### config.mk
export PLATFORM = sky130hd
export DESIGN_NAME = serial_baud_rate_generator
export DESIGN_NICKNAME = d
export VERILOG_FILES = /design/src/common/baud_gen_pkg.sv /design/src/hw/serial_baud_rate_generator.sv
export SDC_FILE = /design/constraint.sdc
export NUM_CORES = 1
export LEC_CHECK = 0
export ABC_AREA = 0
export BUFFER_PORTS_ARGS = -buffer_cell sky130_fd_sc_hd__clkbuf_2
export CAP_MARGIN = 30
export CELL_PAD_IN_SITES_DETAIL_PLACEMENT = 1
export CELL_PAD_IN_SITES_GLOBAL_PLACEMENT = 2
export CORE_UTILIZATION = 26
export CTS_CLUSTER_DIAMETER = 40
export CTS_CLUSTER_SIZE = 16
export DETAILED_ROUTE_END_ITERATION = 7
export MAX_ROUTING_LAYER = met4
export PLACE_DENSITY_LB_ADDON = 0.1
export SYNTH_ARGS = -nofsm -noshare
export SYNTH_HDL_FRONTEND = slang
export SYNTH_SLANG_ARGS = --single-unit
### constraint.sdc
create_clock -name pclk -period 3.2 [get_ports pclk]
set_input_delay 0.32 -clock pclk [delete_from_list [all_inputs] [get_ports pclk]]
set_output_delay 0.32 -clock pclk [all_outputs]
set_load 0.02 [all_outputs]
### src/common/baud_gen_pkg.sv
// Constants for the serial baud rate generator
`default_nettype none
package baud_gen_pkg;
    localparam int unsigned DATA_W = 32;
    localparam int unsigned ADDR_W = 12;
    localparam logic [ADDR_W-1:0] BAUD_RATE_REGISTER_ADDR = 12'h000;
    localparam logic [DATA_W-1:0] BAUD_RATE_REGISTER_RESET = 32'h0000_0000;
    localparam int unsigned RATE_SEL_LSB = 0;
    localparam int unsigned RATE_SEL_W = 3;
    localparam int unsigned PRE_SEL_LSB = 4;
    localparam int unsigned PRE_SEL_W = 2;
    localparam int unsigned FIXED_DIV = 64;
    localparam int unsigned PRE_CNT_W = 4;
    localparam logic [PRE_CNT_W-1:0] PRE_DIV_00 = 4'h1;
    localparam logic [PRE_CNT_W-1:0] PRE_DIV_01 = 4'h3;
    localparam logic [PRE_CNT_W-1:0] PRE_DIV_10 = 4'h4;
    localparam logic [PRE_CNT_W-1:0] PRE_DIV_11 = 4'hd;
    localparam int unsigned RATE_CNT_W = 7;
endpackage
`default_nettype wire

### src/hw/serial_baud_rate_generator.sv
// Serial baud rate generator with its APB register
//
// How it works
// - Prescale field 00,01,10,11 selects divisor 1,3,4,13.
// - Rate field value n selects divisor two to the n.
// - Enable rate is the input clock over 64 times both divisors.
// - Rate field reads back, written by software, zero after reset.
// - Prescale field is zero after reset, so divisor starts at one.
// - One enable drives both receiver and transmitter.
`timescale 1ns/1ns
`default_nettype none
module serial_baud_rate_generator
    import baud_gen_pkg::*;
(
    input wire logic pclk,
    input wire logic presetn,
    input wire logic psel,
    input wire logic penable,
    input wire logic pwrite,
    input wire logic [baud_gen_pkg::ADDR_W-1:0] paddr,
    input wire logic [baud_gen_pkg::DATA_W-1:0] pwdata,
    input wire logic [3:0] pstrb,
    output logic [baud_gen_pkg::DATA_W-1:0] prdata,
    output logic pready,
    output logic pslverr,
    output logic baud_tick
);
    import baud_gen_pkg::*;

    // ------------------------------------------------------------
    // Divisor decoding
    // ------------------------------------------------------------
    function automatic logic [PRE_CNT_W-1:0] prescaler_divisor(input logic [PRE_SEL_W-1:0] s);
        case (s)
            2'b00: prescaler_divisor = PRE_DIV_00;
            2'b01: prescaler_divisor = PRE_DIV_01;
            2'b10: prescaler_divisor = PRE_DIV_10;
            default: prescaler_divisor = PRE_DIV_11;
        endcase
    endfunction

    // Terminal count of the power-of-two stage is 2^n - 1
    function automatic logic [RATE_CNT_W-1:0] rate_last(input logic [RATE_SEL_W-1:0] s);
        rate_last = RATE_CNT_W'((1 << s) - 1);
    endfunction

    // ------------------------------------------------------------
    // State
    // ------------------------------------------------------------
    typedef struct packed {
        logic [RATE_SEL_W-1:0] rate_divider_select_field;
        logic [PRE_SEL_W-1:0] prescale_select_field;
        logic [5:0] fixed_cnt;
        logic [PRE_CNT_W-1:0] pre_cnt;
        logic [RATE_CNT_W-1:0] rate_cnt;
        logic tick;
        logic [DATA_W-1:0] rdata;
        logic ready;
        logic err;
    } state_s;

    state_s state_r;
    state_s state_nxt;
    logic fixed_wrap;
    logic pre_wrap;
    logic rate_wrap;
    logic hit;
    logic [DATA_W-1:0] reg_view;

    assign hit = (paddr == BAUD_RATE_REGISTER_ADDR);
    assign fixed_wrap = (state_r.fixed_cnt == 6'(FIXED_DIV - 1));
    assign pre_wrap = (state_r.pre_cnt == prescaler_divisor(state_r.prescale_select_field) - 4'h1);
    assign rate_wrap = (state_r.rate_cnt == rate_last(state_r.rate_divider_select_field));

    // ------------------------------------------------------------
    // Register view
    // ------------------------------------------------------------
    always_comb
    begin
        reg_view = '0;
        reg_view[RATE_SEL_LSB +: RATE_SEL_W] = state_r.rate_divider_select_field;
        reg_view[PRE_SEL_LSB +: PRE_SEL_W] = state_r.prescale_select_field;
    end

    // ------------------------------------------------------------
    // Divider cascade and bus answer
    // ------------------------------------------------------------
    always_comb
    begin
        state_nxt = state_r;
        state_nxt.tick = 1'b0;
        state_nxt.ready = 1'b0;
        state_nxt.err = 1'b0;
        // Cascade: 64, then prescaler, then power of two
        state_nxt.fixed_cnt = fixed_wrap ? 6'h0 : 6'(state_r.fixed_cnt + 6'h1);
        if (fixed_wrap)
        begin
            state_nxt.pre_cnt = pre_wrap ? '0 : PRE_CNT_W'(state_r.pre_cnt + 4'h1);
            if (pre_wrap)
            begin
                state_nxt.rate_cnt = rate_wrap ? '0 : RATE_CNT_W'(state_r.rate_cnt + 7'h1);
                state_nxt.tick = rate_wrap;
            end
        end
        // Single-wait-state APB slave: answer one cycle into access phase
        if (psel && penable && !state_r.ready)
        begin
            state_nxt.ready = 1'b1;
            state_nxt.err = !hit;
            state_nxt.rdata = (hit && !pwrite) ? reg_view : '0;
            if (hit && pwrite && pstrb[0])
            begin
                state_nxt.rate_divider_select_field = pwdata[RATE_SEL_LSB +: RATE_SEL_W];
                state_nxt.prescale_select_field = pwdata[PRE_SEL_LSB +: PRE_SEL_W];
                // Restart the divider so a new rate takes effect cleanly
                state_nxt.fixed_cnt = '0;
                state_nxt.pre_cnt = '0;
                state_nxt.rate_cnt = '0;
                state_nxt.tick = 1'b0;
            end
        end
    end

    always_ff @(posedge pclk or negedge presetn)
    begin
        if (!presetn)
        begin
            state_r <= '0;
        end
        else
        begin
            state_r <= state_nxt;
        end
    end

    // ------------------------------------------------------------
    // Outputs
    // ------------------------------------------------------------
    // Straight from the state register, so no glitch reaches the shift logic
    assign prdata = state_r.rdata;
    assign pready = state_r.ready;
    assign pslverr = state_r.err;
    assign baud_tick = state_r.tick;

    // ------------------------------------------------------------
    // Checks
    // ------------------------------------------------------------
    // Write that the register takes; the same edge restarts the cascade
    logic wr_take;
    assign wr_take = psel && penable && !state_r.ready && hit && pwrite && pstrb[0];

    // Cycles since the cascade last stood at zero; wide enough for 64 x 13 x 128
    logic [16:0] gap_r;
    always_ff @(posedge pclk or negedge presetn)
    begin
        if (!presetn)
            gap_r <= '0;
        else if (state_nxt.tick || wr_take)
            gap_r <= '0;
        else
            gap_r <= 17'(gap_r + 17'h0_0001);
    end

    // Divisors spelled out again, kept apart from the decode function
    logic [31:0] pd_doc;
    logic [31:0] bd_doc;
    always_comb
    begin
        case (state_r.prescale_select_field)
            2'b00: pd_doc = 32'(PRE_DIV_00);
            2'b01: pd_doc = 32'(PRE_DIV_01);
            2'b10: pd_doc = 32'(PRE_DIV_10);
            default: pd_doc = 32'(PRE_DIV_11);
        endcase
        bd_doc = 32'h0000_0001 << state_r.rate_divider_select_field;
    end
endmodule
`default_nettype wire

==> results of run 1 <==
[path summary, 6_finish.rpt]
kind | end
setup reg to reg | state_r[40]$_DFF_PN0_
min in group pclk | reg_view[4]$_DFFE_PN0P_
hold reg to reg | state_r[46]$_DFF_PN0_
hold / removal | state_r[38]$_DFF_PN0_
max in group asynchronous | state_r[43]$_DFF_PN0_
setup / recovery | state_r[40]$_DFF_PN0_
[report_power, final]
group / total, mW / switching, mW / internal, mW
clock: 0.317 / 0.144 / 0.173
combinational: 0.105 / 0.0677 / 0.0372
sequential: 0.434 / 0.0278 / 0.406
total: 0.856 / 0.239 / 0.617
[metrics by stage]
stage	std cells	util
finish	291	0.303
global route	291	0.303
CTS	291	0.303
detailed placement	283	0.289
global placement	283	0.289
floorplan	214	-
[sequential cells by signal, summed over array words and instances, names as in the netlist]
register   count
pslverr        1
reg_view       5
pready         1
state_r       17
baud_tick      1
prdata         5
[logic make-up (layout without fill, tap and decap cells)]
logic type / after synthesis / after routing
compound gates: 23 / 23
xor+xnor: 10 / 10
fa+ha+maj: 5 / 5
buf+inv: 46 / 46
flops: 30 / 30
mux: 5 / 5
other cells: 1 / 27
simple gates: 68 / 68
[routing by layer]
metal  up-vias  global-route usage  share of wire
met5         -                   -              0
met4         0              0.0478          0.012
met3         5              0.0311          0.034
met2        30               0.216           0.50
met1       674               0.145           0.45
li1        637                   -              -
[cell type report]
cell class	count	area (um^2)	area share
clock buffer	7	86.3	0.0438
inverter	5	18.8	0.00952
timing repair buffer	33	173	0.0876
clock inverter	1	5.00	0.00254
multi-input combinational	138	841	0.427
tap	77	96.3	0.0489
sequential	30	751	0.381
[worst max-delay path, cell delays in order, from the launching register on]
cell     delay [ns]
dfrtp_1        0.38
ha_1           0.23
nand3_1        0.08
or2_1          0.31
or4_4          0.66
or3_4          0.41
or4_1          0.40
a21oi_1        0.15
[layout by cell type (no fill, tap or decap), drive strengths merged, types with 4 or more instances in the layout]
cell type,count
clkbuf,37
dfrtp,30
conb,27
nor2,16
nand2,13
nand3,7
inv,5
and3,5
xor2,5
xnor2,5
a21oi,5
a22o,5
ha,5
nand3b,4
mux2,4
or4,4
==> results.md, run 1 <==
* Clk_lat worst skew at 0.28 ns
* Maxcap violations at 0
* Largest net degree at the start of global routing at 31
* Die area at 7240 um^2
* Setup crit start kind: flop
* CTS root buf: clkbuf_8
* Setup ws final at ~0.52 ns
* Die height at 85.1 um
* Routed WL at 3950 um
* Final worst path period need at between 2 and 3 ns
* Avg Cell Area, Syn at 9.54 um^2
* Max Freq at 0.373 GHz
* Outcome: complete, no violations
* Layout cell share with drive strength beyond 1 at 0.229
* Largest fanout on the critical path at 13
* Inserted Clock Buffers at 5
* Overflow after GRT at 0
* Avg Vias per Cell at 4.63
* N_diodes at 0
* # Post-CTS Setup Buffers at 0
* Post-CTS resize count at 0
* Worst hold slack at 0.122 ns
* First-pass GRT wire length at 6910 um
* I/O pin count at 88
* Simple-gate area share of the yosys netlist at 0.209
* Dpl ws at 0.516 ns
* Setup_tns at 0 ns
* Worst setup path startpoint: state_r[46]$_DFF_PN0_
* Largest family of logic cells by synthesized area: simple AND/OR/NAND/NOR gates
* Initial antenna violation count at 0
* Count leader, synth: buf_4
* Relative slew slack at 0.458
* Vias at 1346
* Vias in the first global route at 1433
* Layout Nets at about 270
* Required @ worst endpoint at 3.41 ns
* Clock transition at path regs at 0.07 ns
* Post-CTS Hold Fix Bufs at 0
* Initial DRC Count at 57
* Synth top cells by count: buf_4 (32), dfrtp_1 (30), nor2_1 (16), nand2_1 (13), clkbuf_1 (8)
* Worst-margin pin slew at 0.812 ns
* Setup repair after global routing missed its margin: no
* GPL Wtd Cong at 0.748
* Final hold vios at 0
* Pwr Density at between 400 and 500 nW/um^2
* Post-synthesis compound-gate area fraction at 0.0893
* Period Utilization, post-route at 0.838
* CP arrival at 2.89 ns
* Reg-to-reg slack, setup at 0.52 ns
* Final Instance Area at 1970 um^2
* Top cells by area, synth: dfrtp_1 (42%), buf_4 (13%), ha_1 (3.5%)
* Tot GR Track Use at 0.127
* IO buf count at 30
* Final setup violation count at 0
* Synth area leader: dfrtp_1
* DPL Wire Length at 2940 um
* Slew Limit Fails at 0
* Die Wd at 85.1 um
* CTS max path bufs at 2
* Total power at 856 uW
* Mux cell area share after synthesis at 0.0307
* Share of Yosys cell area claimed by the top area cell type at 0.418
* Post-DP Area at 1880 um^2
* Cells on worst reg2reg path at 7
* Worst setup EP type: flop
* CTS tree: yes
* Detail Route Antenna Nets at 0
* WL/cell at 13.6 um
* # DRC at 0
* Register area share after synthesis at 0.418
* Fillers at ~780
* Main flop type after synthesis: dfrtp_1
* Yosys warns at 0
* Post-synth EDFFs at 0
* Synth-to-Final Area Change at 9.83%
* Clock sinks at 30
* Rows at 29
* Post-Synth XOR/XNOR Area at 0.0488
* Worst reg2reg path startpoint: state_r[46]$_DFF_PN0_
* DR pass1 iterations at 4
* Leak Pwr at 0.995 nW
* Synthesized-area fraction occupied by adder cells at 0.0349
* Clock skew at around 0.0067 ns
* Core area at between 6000 and 7000 um^2
* VDD IR max at 0.000146 V
* FFs w/ async S/R, synth at 1.00
* Mapped Cells at 188
* Synth unique cells at 40
* Path type of the worst setup path: reg -> reg
* Starting Density at 0.276
* #FFs+latches synth at 30
* Maximum level of the CTS H-tree at 2
* Cell area after synthesis at 1790 um^2
* Min-delay worst type: in -> async
Note: power is estimated with default switching activity, not from simulation.
==> run 2, diff against run 1 <==
clock period = 2.69 ns   (was 3.2 ns; I/O delays follow)
==> run 2 against run 1 <==
Compared with the run above: sequential power increased by 19%; cell area increased by 1.3%; critical endpoint unchanged; sequential cell count unchanged; via count decreased by 0.22%; power increased by 27%; register-to-register slack got worse by 0.35 ns; hold slack got worse by 0.052 ns; combinational power increased by 18%; clock power increased by 41%; setup slack got worse by 0.35 ns; utilization increased by 0.39 points; fmax increased by 6.2%.
==> results.md, run 2 (same netlist as run 1, synthesis figures left out) <==
* CTS max path bufs at 2 (unchanged)
* VDD IR max at 0.000305 V (+110%)
* DPL Wire Length at 3020 um (+2.8%)
* DR WL met3 at 146 um (+7.4%)
* Period Utilization, post-route at 0.939 (+0.101)
* Sw Ratio at 0.265 (-0.0142)
* Reg with most FFs: state_r
* Setup_tns at 0 ns (unchanged)
* Min-delay worst type: in -> async
* Layout Cells excl Fill at 292 (+0.34%)
* Clock power frac at 0.411 (+0.041)
* Worst setup EP type: flop
* Final worst path period need at 2.52 ns (-0.156 ns)
* Clock sinks at 30 (unchanged)
* Routed wl met2 at 2000 um (+0.45%)
* CTS root buf: clkbuf_8
* Internal power at 800 uW (+30%)
* Path type of the worst setup path: reg -> reg
* Slew Limit Fails at 0 (unchanged)
* Worst path slowest cell: or4_4
* Die Wd at 85.1 um (unchanged)
* CTS tree: yes
* Leak Pwr at 1.01 nW (+1.3%)
* N_diodes at 0 (unchanged)
* Setup repair after global routing missed its margin: no
* Clk_lat worst skew at 0.29 ns (about the same)
* Initial DRC Count at 47 (-18%)
* Max Freq at 0.396 GHz (+6.2%)
* Largest fanout on the critical path at 5 (-8)
* Die height at 85.1 um (unchanged)
* Highest metal used: met4
* Sequential power share at 0.475 (-0.032)
* Most frequent cells in the layout: dfrtp_1 (30), clkbuf_2 (30), conb_1 (27), nor2_1 (16), nand2_1 (13)
* Routed WL at 4030 um (+2.0%)
* Final Core Density at 0.307 (+0.00385)
* GPL Wtd Cong at 0.766 (+2.4%)
* Setup crit start kind: flop
* I/O pin count at 88 (unchanged)
* Outcome: complete, no violations
* Layout Nets at 272 (+0.37%)
* Worst hold slack at 0.0705 ns (-0.0518 ns)
* Max reg flops at 17 (unchanged)
* Vias in the first global route at 1383 (-3.5%)
* Fillers at 777 (+0.26%)
* IO buf count at 30 (unchanged)
* Worst-margin pin slew at 0.810 ns (-0.00239 ns)
* Avg Vias per Cell at 4.60 (-0.56%)
* CP peak stage delay at 0.58 ns (-0.08 ns)
* Post-CTS resize count at 0 (unchanged)
* DR pass1 iterations at 3 (-1)
* Vias at 1343 (-0.22%)
* Maxcap violations at 0 (unchanged)
* Pwr Density at 545 nW/um^2 (+26%)
* CP arrival at 2.73 ns (-0.16 ns)
* Rows at 29 (unchanged)
* Tot GR Track Use at 0.131 (+0.00368)
* Post-CTS Hold Fix Bufs at 0 (unchanged)
* First-pass GRT wire length at 7090 um (+2.6%)
* Core area at 6490 um^2 (unchanged)
* Relative slew slack at 0.460 (+0.00159)
* # Post-CTS Setup Buffers at 0 (unchanged)
* Maximum level of the CTS H-tree at 2 (unchanged)
* Met1 WL at 1830 um (+2.5%)
* Synth-to-Final Area Change at 11.2%
* Total power at 1.09 mW (+27%)
* Initial antenna violation count at 0 (unchanged)
* Crit-path cells: ha_1 -> nand3_1 -> or2_1 -> or4_4 -> or3_4 -> or4_1 -> a21oi_1
* Detail Route Antenna Nets at 0 (unchanged)
* Layout cell share with drive strength beyond 1 at 0.237 (+0.00824)
* Final setup violation count at 0 (unchanged)
* DP Cell Count at 284 (+0.35%)
* Starting Density at 0.276 (unchanged)
* Overflow after GRT at 0 (unchanged)
* Inserted Clock Buffers at 5 (unchanged)
* Clock skew at 0.00979 ns (+0.00310 ns)
* Die area at 7240 um^2 (unchanged)
* Largest net degree at the start of global routing at 31 (unchanged)
* WL/cell at 13.8 um (+1.7%)
* Combinational share of power at 0.114 (-0.009)
* # DRC at 0 (unchanged)
* Required @ worst endpoint at 2.89 ns (-0.52 ns)
* Psw at 289 uW (+21%)
* Clock transition at path regs at 0.07 ns (about the same)
* Final hold vios at 0 (unchanged)
run 2: worst max-delay path: cells and delay by family, from the launching register on:
kind	cells	cell delay [ns]
AO/OA/AOI/OAI	1	0.16
adder cells (fa/ha/maj)	1	0.22
flip-flops	1	0.38
AND/OR/NAND/NOR	5	1.70
run 2: power by group through the flow:
stage | sequential [mW] | clock [mW] | combinational (mW)
CTS | 0.517 | 0.468 | 0.126
global route | 0.523 | 0.502 | 0.144
global placement | 0.523 | 0 | 0.118
detailed placement | 0.525 | 0 | 0.126
floorplan | 0.519 | 0 | 0.114
finish | 0.517 | 0.448 | 0.124
run 2: final timing paths:
path	cells after the start	end	slack, ns	startpoint
hold reg to reg	1	state_r[46]$_DFF_PN0_	0.47	state_r[46]$_DFF_PN0_
min in group pclk	3	reg_view[4]$_DFFE_PN0P_	0.20	pwdata[4]
hold / removal	1	state_r[44]$_DFF_PN0_	0.07	presetn
setup / recovery	7	state_r[40]$_DFF_PN0_	0.17	state_r[46]$_DFF_PN0_
max in group asynchronous	1	reg_view[0]$_DFFE_PN0P_	2.11	presetn
setup reg to reg	7	state_r[40]$_DFF_PN0_	0.17	state_r[46]$_DFF_PN0_
run 2: per-layer routing:
layer  track usage  vias up
li1              -      641
met1         0.161      664
met2         0.210       30
met3        0.0292        8
met4        0.0462        0
met5             -        -
run 2: layout make-up:
class	count	area, um^2	share of cell area
Multi-Input combinational cell	138	841	0.421
Sequential cell	30	751	0.376
Timing Repair Buffer	34	180	0.0903
Tap cell	77	96.3	0.0483
Clock buffer	5	68.8	0.0345
Clock inverter	3	40.0	0.0201
Inverter	5	18.8	0.00940
run 2: per-stage QoR:
| step | instance area, um^2 | setup WS, ns |
|---|---|---|
| after floorplan | 1890 | 0.236 |
| after global placement | 1890 | 0.210 |
| after detailed placement | 1890 | 0.176 |
| after CTS | 2000 | 0.155 |
| after global routing | 2000 | 0.0612 |
| final | 2000 | 0.165 |
